### src/rtl/wgt_pkg.sv
// Purpose: Shared constants for the windowed guard timer.
// Assumes: A 10 MHz system clock and a free-running guard oscillator.
// Notes: Feed pattern bytes and reset pulse length are local choices.
package wgt_pkg;
    localparam int unsigned WGT_COUNT_W = 24;
    localparam int unsigned WGT_PRESCALE = 4;
    localparam int unsigned WGT_PRE_W = 2;
    localparam logic [23:0] WGT_MIN_RELOAD = 24'h0000ff;
    localparam logic [23:0] WGT_RELOAD_RST = 24'hffffff;
    localparam logic [23:0] WGT_WINDOW_RST = 24'hffffff;
    localparam logic [23:0] WGT_WARN_RST = 24'h000000;
    localparam logic [7:0] WGT_FEED_FIRST = 8'haa;
    localparam logic [7:0] WGT_FEED_SECOND = 8'h55;
    localparam logic [2:0] WGT_RESET_HOLD = 3'h4;
    localparam int unsigned WGT_CLK_HZ = 10000000;
    localparam int unsigned WGT_GUARD_HZ = 500000;
    // Each guard half-period must span at least two system clocks.
    localparam int unsigned WGT_CLK_PER_GUARD = WGT_CLK_HZ / WGT_GUARD_HZ;
endpackage : wgt_pkg

### src/rtl/wgt_tick_gen.sv
// Purpose: Brings the guard oscillator into the system clock domain.
// Assumes: The guard clock is far slower than clk_in.
// Notes: Emits one pulse per four guard clock rising edges while run_in is high.
`timescale 1ns/1ps
`default_nettype none
module wgt_tick_gen
(
    input wire logic clk_in,
    input wire logic arst_n_in,
    input wire logic guard_tick_clock_in,
    input wire logic run_in,
    output logic tick_out
);
    import wgt_pkg::*;

    logic sync1_q;
    logic sync2_q;
    logic last_q;
    logic [WGT_PRE_W-1:0] pre_q;
    logic [WGT_PRE_W-1:0] pre_d;
    logic tick_q;
    logic tick_d;
    logic edge_seen;
    logic [2:0] edges_q;
    logic [2:0] edges_d;

    always_comb
    begin
        pre_d = pre_q;
        tick_d = 1'b0;
        edge_seen = run_in && sync2_q && !last_q;
        // Edge tally kept apart from the prescaler so its check is independent.
        edges_d = tick_q ? 3'h0 : edges_q;
        if (edge_seen)
        begin
            pre_d = pre_q + WGT_PRE_W'(1);
            tick_d = (pre_q == WGT_PRE_W'(WGT_PRESCALE - 1));
            edges_d = edges_d + 3'h1;
        end
    end

    always_ff @(posedge clk_in or negedge arst_n_in)
    begin
        if (!arst_n_in)
        begin
            sync1_q <= 1'b0;
            sync2_q <= 1'b0;
            last_q <= 1'b0;
            pre_q <= '0;
            tick_q <= 1'b0;
            edges_q <= 3'h0;
        end
        else
        begin
            sync1_q <= guard_tick_clock_in;
            sync2_q <= sync1_q;
            last_q <= sync2_q;
            pre_q <= pre_d;
            tick_q <= tick_d;
            edges_q <= edges_d;
        end
    end

    assign tick_out = tick_q;

    chk_tick_spacing: assert property (
        @(posedge clk_in) disable iff (!arst_n_in)
        tick_q |-> ##1 (!tick_q) [*8])
    else $error("Guard ticks arrive closer than the prescaler allows.");

    chk_tick_edges: assert property (
        @(posedge clk_in) disable iff (!arst_n_in)
        tick_q |-> (edges_q == 3'(WGT_PRESCALE)))
    else $error("Guard tick did not follow four guard clock edges.");
endmodule : wgt_tick_gen
`default_nettype wire

### src/rtl/wgt_guard.sv
// Purpose: Windowed guard timer that resets the chip when not serviced.
// Assumes: Control inputs come from logic on clk_in; the guard clock does not.
// Notes: arst_n_in is the hardware reset; a guard-caused reset is internal.
`timescale 1ns/1ps
`default_nettype none
module wgt_guard
(
    input wire logic clk_in,
    input wire logic arst_n_in,
    input wire logic guard_tick_clock_in,
    input wire logic cfg_write_in,
    input wire logic cfg_reset_mode_in,
    input wire logic cfg_window_mode_in,
    input wire logic cfg_protect_in,
    input wire logic cfg_warn_enable_in,
    input wire logic cfg_run_in_sleep_in,
    input wire logic [23:0] cfg_window_in,
    input wire logic [23:0] cfg_warn_in,
    input wire logic enable_set_in,
    input wire logic reload_write_in,
    input wire logic [23:0] reload_value_in,
    input wire logic feed_write_in,
    input wire logic [7:0] feed_data_in,
    input wire logic guard_access_in,
    input wire logic sleep_in,
    input wire logic debug_halt_in,
    input wire logic warn_clear_in,
    input wire logic timeout_clear_in,
    input wire logic reset_flag_clear_in,
    output logic chip_reset_out,
    output logic enabled_out,
    output logic warn_flag_out,
    output logic timeout_flag_out,
    output logic reset_flag_out,
    output logic [23:0] count_out
);
    import wgt_pkg::*;

    function automatic logic [23:0] clamp_reload(input logic [23:0] v);
        clamp_reload = (v < WGT_MIN_RELOAD) ? WGT_MIN_RELOAD : v;
    endfunction : clamp_reload

    logic tick;
    logic run;
    logic enabled_q, enabled_d;
    logic reset_mode_q, reset_mode_d;
    logic window_mode_q, window_mode_d;
    logic protect_q, protect_d;
    logic warn_en_q, warn_en_d;
    logic run_sleep_q, run_sleep_d;
    logic [23:0] window_q, window_d;
    logic [23:0] warn_q, warn_d;
    logic [23:0] reload_q, reload_d;
    logic [23:0] count_q, count_d;
    logic armed_q, armed_d;
    logic warn_flag_q, warn_flag_d;
    logic timeout_q, timeout_d;
    logic rflag_q, rflag_d;
    logic [2:0] hold_q, hold_d;
    logic chip_reset_q, chip_reset_d;
    logic expire;
    logic good_feed;
    logic feed_fault;
    logic fire;

    // Halting under the debugger keeps a breakpoint from resetting the chip.
    assign run = enabled_q && !debug_halt_in
        && (!sleep_in || run_sleep_q);

    wgt_tick_gen u_tick
    (
        .clk_in(clk_in),
        .arst_n_in(arst_n_in),
        .guard_tick_clock_in(guard_tick_clock_in),
        .run_in(run),
        .tick_out(tick)
    );

    always_comb
    begin
        expire = run && tick && (count_q == 24'h000000);
        good_feed = 1'b0;
        feed_fault = 1'b0;
        armed_d = armed_q;
        if (feed_write_in)
        begin
            if (!armed_q)
            begin
                armed_d = (feed_data_in == WGT_FEED_FIRST);
                feed_fault = (feed_data_in != WGT_FEED_FIRST);
            end
            else
            begin
                armed_d = 1'b0;
                if (feed_data_in != WGT_FEED_SECOND)
                    feed_fault = 1'b1;
                else if (window_mode_q && count_q > window_q)
                    feed_fault = 1'b1;
                else
                    good_feed = 1'b1;
            end
        end
        else if (guard_access_in && armed_q)
        begin
            armed_d = 1'b0;
            feed_fault = 1'b1;
        end
        // A fault only matters once the guard is enabled; before that it is ignored.
        fire = enabled_q && (expire || feed_fault);
        // A guard reset also drops a half-done feed.
        if (fire && reset_mode_q)
            armed_d = 1'b0;
    end

    always_comb
    begin
        enabled_d = enabled_q;
        reset_mode_d = reset_mode_q;
        window_mode_d = window_mode_q;
        protect_d = protect_q;
        warn_en_d = warn_en_q;
        run_sleep_d = run_sleep_q;
        window_d = window_q;
        warn_d = warn_q;
        reload_d = reload_q;
        count_d = count_q;
        warn_flag_d = warn_flag_q;
        timeout_d = timeout_q;
        rflag_d = rflag_q;
        hold_d = (hold_q != 3'h0) ? hold_q - 3'h1 : 3'h0;
        if (cfg_write_in && !enabled_q)
        begin
            reset_mode_d = cfg_reset_mode_in;
            window_mode_d = cfg_window_mode_in;
            protect_d = cfg_protect_in;
            warn_en_d = cfg_warn_enable_in;
            run_sleep_d = cfg_run_in_sleep_in;
            window_d = cfg_window_in;
            warn_d = cfg_warn_in;
        end
        if (reload_write_in && !(protect_q && enabled_q && count_q > warn_q))
            reload_d = clamp_reload(reload_value_in);
        if (warn_clear_in)
            warn_flag_d = 1'b0;
        if (timeout_clear_in)
            timeout_d = 1'b0;
        if (reset_flag_clear_in)
            rflag_d = 1'b0;
        if (run && tick && warn_en_q && count_q == warn_q)
            warn_flag_d = 1'b1;
        if (enable_set_in && !enabled_q && hold_q == 3'h0)
        begin
            enabled_d = 1'b1;
            count_d = reload_q;
        end
        else if (fire && reset_mode_q)
        begin
            // The guard clears its enable and settings as part of the reset it causes; the count and timeout flag keep their values.
            enabled_d = 1'b0;
            reset_mode_d = 1'b0;
            window_mode_d = 1'b0;
            protect_d = 1'b0;
            warn_en_d = 1'b0;
            run_sleep_d = 1'b0;
            window_d = WGT_WINDOW_RST;
            warn_d = WGT_WARN_RST;
            reload_d = WGT_RELOAD_RST;
            warn_flag_d = 1'b0;
            hold_d = WGT_RESET_HOLD;
            rflag_d = 1'b1;
        end
        else if (fire)
        begin
            timeout_d = 1'b1;
            count_d = reload_q;
        end
        else if (good_feed && enabled_q)
            count_d = reload_q;
        else if (run && tick)
            count_d = count_q - 24'h000001;
        chip_reset_d = (hold_d != 3'h0);
    end

    always_ff @(posedge clk_in or negedge arst_n_in)
    begin
        if (!arst_n_in)
        begin
            enabled_q <= 1'b0;
            reset_mode_q <= 1'b0;
            window_mode_q <= 1'b0;
            protect_q <= 1'b0;
            warn_en_q <= 1'b0;
            run_sleep_q <= 1'b0;
            window_q <= WGT_WINDOW_RST;
            warn_q <= WGT_WARN_RST;
            reload_q <= WGT_RELOAD_RST;
            count_q <= WGT_RELOAD_RST;
            armed_q <= 1'b0;
            warn_flag_q <= 1'b0;
            timeout_q <= 1'b0;
            rflag_q <= 1'b0;
            hold_q <= 3'h0;
            chip_reset_q <= 1'b0;
        end
        else
        begin
            enabled_q <= enabled_d;
            reset_mode_q <= reset_mode_d;
            window_mode_q <= window_mode_d;
            protect_q <= protect_d;
            warn_en_q <= warn_en_d;
            run_sleep_q <= run_sleep_d;
            window_q <= window_d;
            warn_q <= warn_d;
            reload_q <= reload_d;
            count_q <= count_d;
            armed_q <= armed_d;
            warn_flag_q <= warn_flag_d;
            timeout_q <= timeout_d;
            rflag_q <= rflag_d;
            hold_q <= hold_d;
            chip_reset_q <= chip_reset_d;
        end
    end

    assign chip_reset_out = chip_reset_q;
    assign enabled_out = enabled_q;
    assign warn_flag_out = warn_flag_q;
    assign timeout_flag_out = timeout_q;
    assign reset_flag_out = rflag_q;
    assign count_out = count_q;

    chk_expire_resets: assert property (
        @(posedge clk_in) disable iff (!arst_n_in)
        (expire && reset_mode_q) |-> ##1 (chip_reset_q && !enabled_q))
    else $error("Expiry in reset mode did not reset the chip.");

    chk_reset_hold: assert property (
        @(posedge clk_in) disable iff (!arst_n_in)
        $rose(chip_reset_q) |-> chip_reset_q [*4] ##1 !chip_reset_q)
    else $error("Chip reset pulse has the wrong length.");

    chk_window_fault: assert property (
        @(posedge clk_in) disable iff (!arst_n_in)
        (enabled_q && window_mode_q && feed_write_in && armed_q
            && feed_data_in == WGT_FEED_SECOND && count_q > window_q)
        |-> ##1 (chip_reset_q || timeout_q))
    else $error("Early feed in windowed mode was not a fault.");

    chk_warn_set: assert property (
        @(posedge clk_in) disable iff (!arst_n_in)
        (run && tick && warn_en_q && count_q == warn_q && !fire)
        |-> ##1 warn_flag_q)
    else $error("Warning flag missed the warn point.");

    chk_min_reload: assert property (
        @(posedge clk_in) disable iff (!arst_n_in)
        reload_q >= WGT_MIN_RELOAD)
    else $error("Reload value fell below the least time-out.");

    chk_enable_sticky: assert property (
        @(posedge clk_in) disable iff (!arst_n_in)
        (enabled_q && !(fire && reset_mode_q)) |-> ##1 enabled_q)
    else $error("Guard dropped its enable without a reset.");

    chk_bad_feed: assert property (
        @(posedge clk_in) disable iff (!arst_n_in)
        (enabled_q && feed_write_in && !armed_q
            && feed_data_in != WGT_FEED_FIRST)
        |-> ##1 (chip_reset_q || timeout_q))
    else $error("Wrong feed byte did not raise a guard event.");

    chk_protect_hold: assert property (
        @(posedge clk_in) disable iff (!arst_n_in)
        (reload_write_in && protect_q && enabled_q && count_q > warn_q
            && !fire) |-> ##1 $stable(reload_q))
    else $error("Protected reload value changed too early.");

    chk_flag_on_reset: assert property (
        @(posedge clk_in) disable iff (!arst_n_in)
        $rose(chip_reset_q) |-> rflag_q)
    else $error("Reset flag not set by a guard reset.");

    chk_config_lock: assert property (
        @(posedge clk_in) disable iff (!arst_n_in)
        (enabled_q && !fire) |-> ##1 ($stable(window_q) && $stable(warn_q)
            && $stable(window_mode_q) && $stable(reset_mode_q)))
    else $error("Configuration changed while locked.");

    chk_feed_reload: assert property (
        @(posedge clk_in) disable iff (!arst_n_in)
        (good_feed && enabled_q && !fire && !reload_write_in)
        |-> ##1 (count_q == reload_q))
    else $error("Correct feed did not reload the counter.");

    chk_debug_halt: assert property (
        @(posedge clk_in) disable iff (!arst_n_in)
        (debug_halt_in && enabled_q && !feed_write_in && !guard_access_in)
        |-> ##1 $stable(count_q))
    else $error("Counter moved while the debugger halted the core.");
endmodule : wgt_guard
`default_nettype wire

### config.mk
export PLATFORM = sky130hd
export DESIGN_NAME = wgt_guard
export DESIGN_NICKNAME = d
export VERILOG_FILES = /design/src/rtl/wgt_pkg.sv /design/src/rtl/wgt_tick_gen.sv /design/src/rtl/wgt_guard.sv
export SDC_FILE = /design/constraint.sdc
export NUM_CORES = 1
export LEC_CHECK = 0
export BUFFER_PORTS_ARGS = -buffer_cell sky130_fd_sc_hd__clkbuf_2
export CAP_MARGIN = 20
export CORE_MARGIN = 1
export CORE_UTILIZATION = 30
export CTS_BUF_LIST = sky130_fd_sc_hd__clkbuf_4
export DETAILED_ROUTE_END_ITERATION = 12
export PLACE_DENSITY = 0.46
export SETUP_SLACK_MARGIN = 0.02
export SYNTH_ARGS = -nofsm -noshare
export SYNTH_HDL_FRONTEND = slang
export SYNTH_SLANG_ARGS = --single-unit
### constraint.sdc
create_clock -name clk_in -period 3.8 [get_ports clk_in]
set_clock_uncertainty 0.05 [all_clocks]
set_input_delay 0.38 -clock clk_in [delete_from_list [all_inputs] [get_ports clk_in]]
set_output_delay 0.38 -clock clk_in [all_outputs]
set_load 0.02 [all_outputs]
==> results of run 1 <==
## final cells by class
class	instances	area, um2	share of cell area
Timing Repair Buffer	214	1500	0.169
Clock inverter	10	45.0	0.00508
Antenna cell	1	2.50	0.000282
Clock buffer	21	158	0.0178
Inverter	73	274	0.0309
Tap cell	313	392	0.0441
Sequential cell	116	2990	0.337
Multi-Input combinational cell	540	3510	0.396
## worst max-delay path by stage
| stage | to |
|---|---|
| after global routing | count_out[4]$_DFFE_PN1P_ |
| final | chip_reset_out$_DFF_PN0_ |
| after global placement | window_q[10]$_DFF_PN1_ |
| after CTS | chip_reset_out$_DFF_PN0_ |
| after detailed placement | window_q[1]$_DFF_PN1_ |
| after floorplan | chip_reset_out$_DFF_PN0_ |
## registers in the layout, summed over array words and instances, names as in the netlist, 2 cells and up
signal	flops
window_q	24
reload_q	24
u_tick.pre_q	2
warn_q	24
hold_q	3
count_out	24
## critical path: stages (launching register included)
cell,delay (ns)
dfstp_2,0.53
inv_1,0.05
ha_1,0.30
nand4_1,0.18
nor4_1,0.63
a21boi_0,0.27
nand3_1,0.15
a21o_1,0.19
nand2_1,0.10
buf_4,0.22
a2111o_1,0.37
## where the power goes
group          total [uW]  leakage, uW  switching, uW  internal (uW)
logic                3570      0.00253           2060           1510
clock network         747     0.000118            480            267
registers            2770      0.00132            628           2140
total                7080      0.00397           3170           3910
## stage by stage
stage / instance area [um2] / power [uW] / util / worst slack (ns)
2_1_floorplan: 6990 / 5100 / - / 1.02
3_3_place_gp: 8010 / 6310 / 0.352 / 0.900
3_5_place_dp: 8040 / 6330 / 0.353 / 0.715
4_1_cts: 8810 / 7150 / 0.387 / 0.675
5_1_grt: 8870 / 7760 / 0.390 / 0.486
6_report: 8870 / 7080 / 0.390 / 0.645
## layer usage
metal / track usage / up-vias / wire length [um]
li1: - / 3180 / -
met1: 0.271 / 3096 / 10700
met2: 0.305 / 146 / 10500
met3: 0.0367 / 23 / 807
met4: 0.0537 / 0 / 331
met5: 0 / - / 0
## cells by family (layout without fill, tap and decap cells)
family                     after synthesis  in the layout  share of synthesized area
adders and majority gates               52             52                     0.0931
other                                    0              1                          0
AOI/OAI and AO/OA                      229            229                      0.224
DFF                                    116            116                      0.428
xor gates and xnor gates                 1              1                    0.00125
buffers and inverters                  120            318                     0.0703
and+or+nand+nor                        256            256                      0.181
muxes                                    2              2                    0.00304
## cells in the final DEF (no fill, tap or decap), types with 25 or more instances in the layout
cell,count
nand3_1,28
dfstp_2,72
dfrtp_1,44
clkbuf_2,125
o21ai_0,25
o211ai_1,64
inv_1,73
ha_1,52
nand2_1,118
dlygate4sd3_1,63
a21oi_1,66
==> flow_summary.html, run 1 <==
<table>
<tr><th>Metric</th><th>Value</th></tr>
<tr><th colspan="2">Run status</th></tr>
<tr><td>Run status</td><td>finished, final reports clean</td></tr>
<tr><th colspan="2">Critical path</th></tr>
<tr><td>CP startpoint kind</td><td>flop</td></tr>
<tr><td>Critical path class</td><td>flop to flop</td></tr>
<tr><td>Type of element capturing the critical path</td><td>flop</td></tr>
<tr><td>Launch instance of the worst register-to-register path</td><td>window_q[22]$_DFF_PN1_</td></tr>
<tr><td>Maximum fanout along the worst path</td><td>16</td></tr>
<tr><td>Source of the critical timing path</td><td>window_q[22]$_DFF_PN1_</td></tr>
<tr><td>WP data arrival</td><td>between 3 and 4 ns</td></tr>
<tr><td>CP required</td><td>approximately 4.2 ns</td></tr>
<tr><td>End of the worst register-to-register path</td><td>chip_reset_out$_DFF_PN0_</td></tr>
<tr><td>Cell depth of the worst flop-to-flop path</td><td>10</td></tr>
<tr><td>Reg-to-reg setup timing slack</td><td>0.65 ns</td></tr>
<tr><th colspan="2">Die</th></tr>
<tr><td>Height of the die</td><td>~150 um</td></tr>
<tr><td>Core region area</td><td>~0.023 mm2</td></tr>
<tr><td>Count of boundary I/O pins</td><td>approximately 130</td></tr>
<tr><td>Die extent in x</td><td>155 um</td></tr>
<tr><td>Number of rows in the core area</td><td>55</td></tr>
<tr><td>Die area</td><td>roughly 0.024 mm2</td></tr>
<tr><td>Initial standard-cell utilization of the core</td><td>0.307</td></tr>
<tr><th colspan="2">Timing</th></tr>
<tr><td>Setup_tns</td><td>0 ns</td></tr>
<tr><td>RSZ-0062 raised after global routing</td><td>no</td></tr>
<tr><td>Final cycle utilization of the critical path</td><td>0.830</td></tr>
<tr><td>Max-slew violation count</td><td>0</td></tr>
<tr><td>Measured slew at the worst slew-check pin</td><td>a little under 0.9 ns</td></tr>
<tr><td>Final Hold Violating Endpoints</td><td>0</td></tr>
<tr><td>Post-route worst hold slack</td><td>0.0369 ns</td></tr>
<tr><td>Worst-case headroom to the max-slew limit</td><td>0.408</td></tr>
<tr><td>Final setup viols</td><td>0</td></tr>
<tr><td>Maximum frequency from static timing analysis</td><td>0.317 GHz</td></tr>
<tr><td>Period minus WS final</td><td>between 3 and 4 ns</td></tr>
<tr><th colspan="2">Final layout</th></tr>
<tr><td>Post-layout net count</td><td>1,112</td></tr>
<tr><td># fillers</td><td>2,352</td></tr>
<tr><td>Proportion of layout cells with a drive suffix above 1</td><td>0.266</td></tr>
<tr><td>Post-Layout Cell Count</td><td>1,288</td></tr>
<tr><td>Synth-to-layout area growth</td><td>26.9%</td></tr>
<tr><th colspan="2">Place</th></tr>
<tr><td>Post-detailed-placement half-perimeter wirelength</td><td>about 16 mm</td></tr>
<tr><td>Cell count after placement</td><td>around 1.2k</td></tr>
<tr><td>Number of buffer cells added on primary ports</td><td>approximately 130</td></tr>
<tr><td>Routability congestion estimate from global placement</td><td>approximately 0.80</td></tr>
<tr><th colspan="2">Global routing</th></tr>
<tr><td>Global-route wire length before repair</td><td>approximately 35 mm</td></tr>
<tr><td>Number of global-route vias before repair</td><td>between 6k and 7k</td></tr>
<tr><td>Initial antenna violation count</td><td>1</td></tr>
<tr><td>Overall track demand over capacity in global routing</td><td>0.194</td></tr>
<tr><td>Total gr overflow</td><td>0</td></tr>
<tr><td>Pin count of the biggest net entering global routing</td><td>66</td></tr>
<tr><th colspan="2">Detailed routing</th></tr>
<tr><td>DRC</td><td>0</td></tr>
<tr><td>Remaining antenna violation count</td><td>0</td></tr>
<tr><td>Routed via count</td><td>around 6.4k</td></tr>
<tr><td>Number of iterations in the first detailed-routing pass</td><td>5</td></tr>
<tr><td>Final routed wire length divided by cell count</td><td>17.3 um</td></tr>
<tr><td>DR iter-0 viols</td><td>about 440</td></tr>
<tr><td>Drt via density</td><td>approximately 5.0</td></tr>
<tr><td>Post-detailed-routing wire length</td><td>22.3 mm</td></tr>
<tr><th colspan="2">Worst hold path</th></tr>
<tr><td>Hold-critical path depth</td><td>3</td></tr>
<tr><td>Type of the tightest min-delay check</td><td>input port to flop</td></tr>
<tr><td>Start point of the worst min-delay path</td><td>reload_value_in[22]</td></tr>
<tr><td>Destination of the worst hold path</td><td>reload_q[22]$_DFF_PN1_</td></tr>
<tr><th colspan="2">Job</th></tr>
<tr><td>Maxcap violations</td><td>0</td></tr>
<tr><th colspan="2">Clock network</th></tr>
<tr><td>Clock root buffer</td><td>clkbuf_4</td></tr>
<tr><td>Number of gates given a new drive strength after cts</td><td>0</td></tr>
<tr><td>CTS Buffer Depth</td><td>2</td></tr>
<tr><td>Maximum level of the CTS H-tree</td><td>4</td></tr>
<tr><td>CTS tree</td><td>built</td></tr>
<tr><td>Clk sinks</td><td>116</td></tr>
<tr><td>TritonCTS Buffers</td><td>17</td></tr>
<tr><td>Insertion delay of the later-clocked pin in the worst-skew pair</td><td>between 0.5 and 0.6 ns</td></tr>
<tr><td>Setup fix buffers added after clock tree synthesis</td><td>0</td></tr>
<tr><td>Number of buffers added to fix hold violations after cts</td><td>57</td></tr>
<tr><td>Clock edge transition at the registers on the reported setup and hold paths</td><td>0.11 ns</td></tr>
<tr><th colspan="2">Synthesis</th></tr>
<tr><td>Top area cells in the synthesized netlist</td><td>dfstp_2 (27%), dfrtp_1 (16%), ha_1 (9.3%)</td></tr>
<tr><td>Portion of synthesized cell area occupied by the leading cell type</td><td>0.271</td></tr>
<tr><td>Number of distinct library cells after synthesis</td><td>63</td></tr>
<tr><td>Number of flops mapped to enable cells by yosys</td><td>0</td></tr>
<tr><td>Fraction of the yosys area taken by sequential cells</td><td>0.428</td></tr>
<tr><td>Async set or reset register ratio after synthesis</td><td>1.00</td></tr>
<tr><td>Post-synth design cell area</td><td>0.00699 mm2</td></tr>
<tr><td>Cell with the most instances after synthesis</td><td>nand2_1</td></tr>
<tr><td>Gate count after technology mapping</td><td>776</td></tr>
<tr><td>Average instance area after synthesis</td><td>9.01 um2</td></tr>
<tr><td>Net count of the mapped netlist</td><td>around 900</td></tr>
<tr><td>Commonest cells in the netlist</td><td>nand2_1 (118), inv_1 (73), dfstp_2 (72)</td></tr>
<tr><td>Synth warnings</td><td>0</td></tr>
<tr><td>Synthesis-stage register bit count</td><td>~120</td></tr>
<tr><td>Main synth FF type</td><td>dfstp_2</td></tr>
<tr><td>Cell taking the most area after synthesis</td><td>dfstp_2</td></tr>
<tr><th colspan="2">Pwr</th></tr>
<tr><td>Maximum ir drop on the vdd rail</td><td>~0.00039 V</td></tr>
<tr><td>Power density relative to cell area</td><td>798 mW/mm2</td></tr>
<tr><td>Pleak</td><td>0.00397 uW</td></tr>
</table>
Note: power is estimated with default switching activity, not from simulation.
==> inputs of run 2 (changes only) <==
--- a/config.mk
+++ b/config.mk
@@ -5,13 +5,14 @@
 export SDC_FILE = /design/constraint.sdc
 export NUM_CORES = 1
 export LEC_CHECK = 0
+export ABC_AREA = 1
 export BUFFER_PORTS_ARGS = -buffer_cell sky130_fd_sc_hd__clkbuf_2
 export CAP_MARGIN = 20
 export CORE_MARGIN = 1
 export CORE_UTILIZATION = 30
 export CTS_BUF_LIST = sky130_fd_sc_hd__clkbuf_4
 export DETAILED_ROUTE_END_ITERATION = 12
-export PLACE_DENSITY = 0.46
+export PLACE_DENSITY = 0.48
 export SETUP_SLACK_MARGIN = 0.02
 export SYNTH_ARGS = -nofsm -noshare
 export SYNTH_HDL_FRONTEND = slang
==> constraint.sdc (replaced) <==
create_clock -name clk_in -period 2.58 [get_ports clk_in]
set_clock_uncertainty 0.05 [all_clocks]
set_input_delay 0.258 -clock clk_in [delete_from_list [all_inputs] [get_ports clk_in]]
set_output_delay 0.258 -clock clk_in [all_outputs]
set_load 0.02 [all_outputs]
==> run 2 against run 1 <==
  * Critical path depth increased by 10
  * Utilization is 6.1 points higher
  * First-iteration DRC count fell by 20%
  * Critical path type unchanged
==> flow_summary.html, run 2 <==
<table>
<tr><th>Metric</th><th>Value</th></tr>
<tr><th colspan="2">Synthesis</th></tr>
<tr><td>Cell with the most instances after synthesis</td><td>nand2_1 (unchanged)</td></tr>
<tr><td>Async set or reset register ratio after synthesis</td><td>1.00 (unchanged)</td></tr>
<tr><td>Synth warnings</td><td>0 (unchanged)</td></tr>
<tr><td>Top area cells in the synthesized netlist</td><td>dfstp_2 (27%), dfrtp_1 (16%), nand2_1 (15%) (was dfstp_2 (27%), dfrtp_1 (16%), ha_1 (9.3%))</td></tr>
<tr><td>Adder-cell share of the synthesized area</td><td>0.0917 (was 0.0931)</td></tr>
<tr><td>Number of flops mapped to enable cells by yosys</td><td>0 (unchanged)</td></tr>
<tr><td>Fraction of the mapped netlist area in compound gates</td><td>0.0919 (was 0.224)</td></tr>
<tr><td>Post-synthesis share of cell area spent on xor and xnor gates</td><td>0.0272 (was 0.00125)</td></tr>
<tr><td>Net count of the mapped netlist</td><td>1,085 (was 926)</td></tr>
<tr><td>Largest family of logic cells by synthesized area</td><td>simple AND/OR/NAND/NOR gates (was compound AO/OA/AOI/OAI gates)</td></tr>
<tr><td>Number of distinct library cells after synthesis</td><td>35 (was 63)</td></tr>
<tr><td>Cell taking the most area after synthesis</td><td>dfstp_2 (unchanged)</td></tr>
<tr><td>Post-synth design cell area</td><td>0.00710 mm2 (was 0.00699 mm2)</td></tr>
<tr><td>Synthesis-stage register bit count</td><td>116 (unchanged)</td></tr>
<tr><td>Commonest cells in the netlist</td><td>nand2_1 (292), inv_1 (156), dfstp_2 (72) (was nand2_1 (118), inv_1 (73), dfstp_2 (72))</td></tr>
<tr><td>Portion of synthesized cell area occupied by the leading cell type</td><td>0.267 (was 0.271)</td></tr>
<tr><td>Gate count after technology mapping</td><td>935 (was 776)</td></tr>
<tr><td>Fraction of the yosys area taken by sequential cells</td><td>0.422 (was 0.428)</td></tr>
<tr><td>Post-synthesis mux area share</td><td>0.00159 (was 0.00304)</td></tr>
<tr><td>Post-synthesis simple-gate area fraction</td><td>0.259 (was 0.181)</td></tr>
<tr><td>Average instance area after synthesis</td><td>7.59 um2 (was 9.01 um2)</td></tr>
<tr><td>Main synth FF type</td><td>dfstp_2 (unchanged)</td></tr>
<tr><th colspan="2">Global routing</th></tr>
<tr><td>Total gr overflow</td><td>0 (unchanged)</td></tr>
<tr><td>Initial antenna violation count</td><td>1 (unchanged)</td></tr>
<tr><td>Number of global-route vias before repair</td><td>6,403 (was 6,305)</td></tr>
<tr><td>Global-route met3 utilization</td><td>0.0372 (was 0.0367)</td></tr>
<tr><td>Pin count of the biggest net entering global routing</td><td>47 (was 66)</td></tr>
<tr><td>Peak-usage layer in the global routing report</td><td>met2 (unchanged)</td></tr>
<tr><td>Global-route wire length before repair</td><td>34.2 mm (was 35.5 mm)</td></tr>
<tr><td>GR met1 Demand/Resource</td><td>0.252 (was 0.271)</td></tr>
<tr><td>Overall track demand over capacity in global routing</td><td>0.186 (was 0.194)</td></tr>
<tr><td>Met2 usage in global routing</td><td>0.302 (was 0.305)</td></tr>
<tr><th colspan="2">Clock network</th></tr>
<tr><td>Maximum level of the CTS H-tree</td><td>4 (unchanged)</td></tr>
<tr><td>Insertion delay of the later-clocked pin in the worst-skew pair</td><td>0.56 ns (was 0.54 ns)</td></tr>
<tr><td>Clk sinks</td><td>116 (unchanged)</td></tr>
<tr><td>CTS Buffer Depth</td><td>2 (unchanged)</td></tr>
<tr><td>CTS tree</td><td>built (unchanged)</td></tr>
<tr><td>Clock edge transition at the registers on the reported setup and hold paths</td><td>0.11 ns (about the same)</td></tr>
<tr><td>Clock root buffer</td><td>clkbuf_4 (unchanged)</td></tr>
<tr><td>TritonCTS Buffers</td><td>17 (unchanged)</td></tr>
<tr><th colspan="2">Timing</th></tr>
<tr><td>Final Hold Violating Endpoints</td><td>0 (unchanged)</td></tr>
<tr><td>Final setup viols</td><td>0 (unchanged)</td></tr>
<tr><td>Max-slew violation count</td><td>0 (unchanged)</td></tr>
<tr><td>Measured slew at the worst slew-check pin</td><td>0.475 ns (was 0.888 ns)</td></tr>
<tr><td>Setup_tns</td><td>0 ns (unchanged)</td></tr>
<tr><td>Final cycle utilization of the critical path</td><td>0.996 (was 0.830)</td></tr>
<tr><td>Worst-case headroom to the max-slew limit</td><td>0.683 (was 0.408)</td></tr>
<tr><td>Maximum frequency from static timing analysis</td><td>0.389 GHz (was 0.317 GHz)</td></tr>
<tr><td>RSZ-0062 raised after global routing</td><td>yes (was no)</td></tr>
<tr><td>Period minus WS final</td><td>2.57 ns (was 3.15 ns)</td></tr>
<tr><th colspan="2">Pwr</th></tr>
<tr><td>Post-route total power</td><td>12,100 uW (was 7080 uW)</td></tr>
<tr><td>Power density relative to cell area</td><td>1180 mW/mm2 (was 798 mW/mm2)</td></tr>
<tr><td>Maximum ir drop on the vdd rail</td><td>0.000389 V (was 0.000390 V)</td></tr>
<tr><td>Pleak</td><td>0.00548 uW (was 0.00397 uW)</td></tr>
<tr><th colspan="2">Die</th></tr>
<tr><td>Core region area</td><td>0.0229 mm2 (was 0.0228 mm2)</td></tr>
<tr><td>Count of boundary I/O pins</td><td>127 (unchanged)</td></tr>
<tr><td>Die extent in x</td><td>156 um (was 155 um)</td></tr>
<tr><td>Height of the die</td><td>156 um (was 155 um)</td></tr>
<tr><td>Number of rows in the core area</td><td>55 (unchanged)</td></tr>
<tr><td>Initial standard-cell utilization of the core</td><td>0.310 (was 0.307)</td></tr>
<tr><td>Die area</td><td>0.0243 mm2 (was 0.0239 mm2)</td></tr>
<tr><th colspan="2">Place</th></tr>
<tr><td>Placed inst area</td><td>0.00851 mm2 (was 0.00804 mm2)</td></tr>
<tr><td>Routability congestion estimate from global placement</td><td>0.870 (was 0.803)</td></tr>
<tr><td>Post-detailed-placement half-perimeter wirelength</td><td>15.9 mm (was 16.0 mm)</td></tr>
<tr><td>Number of buffer cells added on primary ports</td><td>126 (unchanged)</td></tr>
<tr><td>Cell count after placement</td><td>1,398 (was 1,193)</td></tr>
<tr><th colspan="2">Final layout</th></tr>
<tr><td>Commonest non-fill, non-tap cell in the layout</td><td>nand2_1 (was clkbuf_2)</td></tr>
<tr><td>Most frequent cells in the layout</td><td>nand2_1 (270), inv_1 (147), clkbuf_2 (125) (was clkbuf_2 (125), nand2_1 (118), inv_1 (73))</td></tr>
<tr><td>Synth-to-layout area growth</td><td>45.4% (was 26.9%)</td></tr>
<tr><td>Core occupancy in the finished layout</td><td>0.450 (was 0.390)</td></tr>
<tr><td>Final standard cell area without fillers</td><td>0.0103 mm2 (was 0.00887 mm2)</td></tr>
<tr><td>Proportion of layout cells with a drive suffix above 1</td><td>0.312 (was 0.266)</td></tr>
<tr><td>Post-Layout Cell Count</td><td>1,531 (was 1,288)</td></tr>
<tr><td>Post-layout net count</td><td>1,354 (was 1,112)</td></tr>
<tr><th colspan="2">Detailed routing</th></tr>
<tr><td>DRC</td><td>0 (unchanged)</td></tr>
<tr><td>Final routed wire length divided by cell count</td><td>14.9 um (was 17.3 um)</td></tr>
<tr><td>Drt via density</td><td>4.45 (was 5.00)</td></tr>
<tr><td>Number of iterations in the first detailed-routing pass</td><td>5 (unchanged)</td></tr>
<tr><td>Remaining antenna violation count</td><td>0 (unchanged)</td></tr>
<tr><td>Routed via count</td><td>6,817 (was 6,445)</td></tr>
<tr><td>Post-detailed-routing wire length</td><td>22.8 mm (was 22.3 mm)</td></tr>
<tr><td>DR iter-0 viols</td><td>355 (was 443)</td></tr>
<tr><th colspan="2">Critical path</th></tr>
<tr><td>Maximum fanout along the worst path</td><td>7 (was 16)</td></tr>
<tr><td>CP required</td><td>3.01 ns (was 4.16 ns)</td></tr>
<tr><td>CP startpoint kind</td><td>flop (unchanged)</td></tr>
<tr><td>Type of element capturing the critical path</td><td>flop (unchanged)</td></tr>
<tr><td>WP data arrival</td><td>3.00 ns (was 3.52 ns)</td></tr>
<tr><td>Critical path class</td><td>flop to flop (unchanged)</td></tr>
<tr><th colspan="2">Run status</th></tr>
<tr><td>Run status</td><td>finished, final reports clean (unchanged)</td></tr>
<tr><th colspan="2">Worst hold path</th></tr>
<tr><td>Type of the tightest min-delay check</td><td>input port to flop (unchanged)</td></tr>
<tr><th colspan="2">Job</th></tr>
<tr><td>Maxcap violations</td><td>0 (unchanged)</td></tr>
</table>
-- run 2: cell count changes in the layout (fill, tap and decap cells not counted), moves of 19 or more --
cell / change
inv_1: +74
a21oi_1: -44
nand2_1: +152
nand3_1: +19
buf_4: +25
nor2_1: +23
dlygate4sd3_1: +23
o211ai_1: -33
-- run 2: final cells by class --
cell class | count | area, um2
Antenna cell | 1 | 2.50
Clock buffer | 21 | 158
Clock inverter | 11 | 183
Fill cell | 2359 | 12600
Inverter | 159 | 601
Multi-Input combinational cell | 626 | 3690
Sequential cell | 116 | 2990
Tap cell | 313 | 392
Timing Repair Buffer | 284 | 2300
-- run 2: critical path, stage by stage (launching register included) --
cell and delay [ns]:
dfstp_2 0.57, clkinvlp_4 0.16, ha_2 0.22, inv_2 0.04
nand2_1 0.04, nand2_1 0.05, nand2_1 0.04, nand2_1 0.05
nand2_1 0.04, nand2_1 0.07, nand2_1 0.06, nand3_2 0.08
nand2_4 0.08, nand2_2 0.07, nand2_2 0.06, nand2_4 0.11
nand3_4 0.21, nand2_8 0.20, clkbuf_16 0.17, nand2_1 0.05
o21ai_1 0.07
-- run 2: cells by family after synthesis --
| group | count (synthesis) |
|---|---|
| AOI/OAI and AO/OA | 110 |
| xor gates and xnor gates | 22 |
| adders and majority gates | 52 |
| buffers and inverters | 193 |
| DFF | 116 |
| muxes | 1 |
| and+or+nand+nor | 441 |
-- run 2: per-layer routing --
metal | vias up | share of wire
li1 | 3509 | -
met1 | 3104 | 0.47
met2 | 187 | 0.46
met3 | 17 | 0.059
met4 | 0 | 0.010
met5 | - | 0
-- run 2: path summary, 6_finish.rpt --
| check | depth (start not counted) | end | slack [ns] | from |
|---|---|---|---|---|
| worst max register to register | 20 | count_out[2]$_DFFE_PN1P_ | 0.01 | count_out[0]$_DFFE_PN1P_ |
| worst max-delay path | 20 | count_out[2]$_DFFE_PN1P_ | 0.01 | count_out[0]$_DFFE_PN1P_ |
| min in group asynchronous | 2 | window_q[6]$_DFF_PN1_ | 0.45 | arst_n_in |
| max in group asynchronous | 3 | reload_q[7]$_DFF_PN1_ | 1.66 | arst_n_in |
| worst min register to register | 0 | u_tick.sync2_q$_DFF_PN0_ | 0.32 | u_tick.sync1_q$_DFF_PN0_ |
| worst min-delay path | 6 | armed_q$_DFFE_PN0P_ | 0.04 | feed_data_in[4] |
-- run 2: report_power, final --
| part | leakage (uW) | switching (uW) | total [uW] | internal, uW |
|---|---|---|---|---|
| combinational | 0.00401 | 3990 | 6890 | 2900 |
| clock | 0.000179 | 731 | 1630 | 900 |
| sequential | 0.00129 | 590 | 3620 | 3030 |
| total | 0.00548 | 5310 | 12100 | 6820 |
-- run 2: what timing repair did --
item	in CTS	in global routing
cloned	0	9
hold buffers	86	0
pin swaps	0	19
endpoints found under the hold margin	130	0
setup endpoints to repair	77	109
resized for setup	2	86
setup buffers	0	5
-- run 2: per-stage QoR --
step	hold slack [ns]	setup WS [ns]
after floorplan	-0.0876	0.311
after global placement	0.283	-0.0746
after detailed placement	0.287	-0.0727
after CTS	0.00422	-0.0223
after global routing	0.0943	-0.161
final	0.0425	0.00964
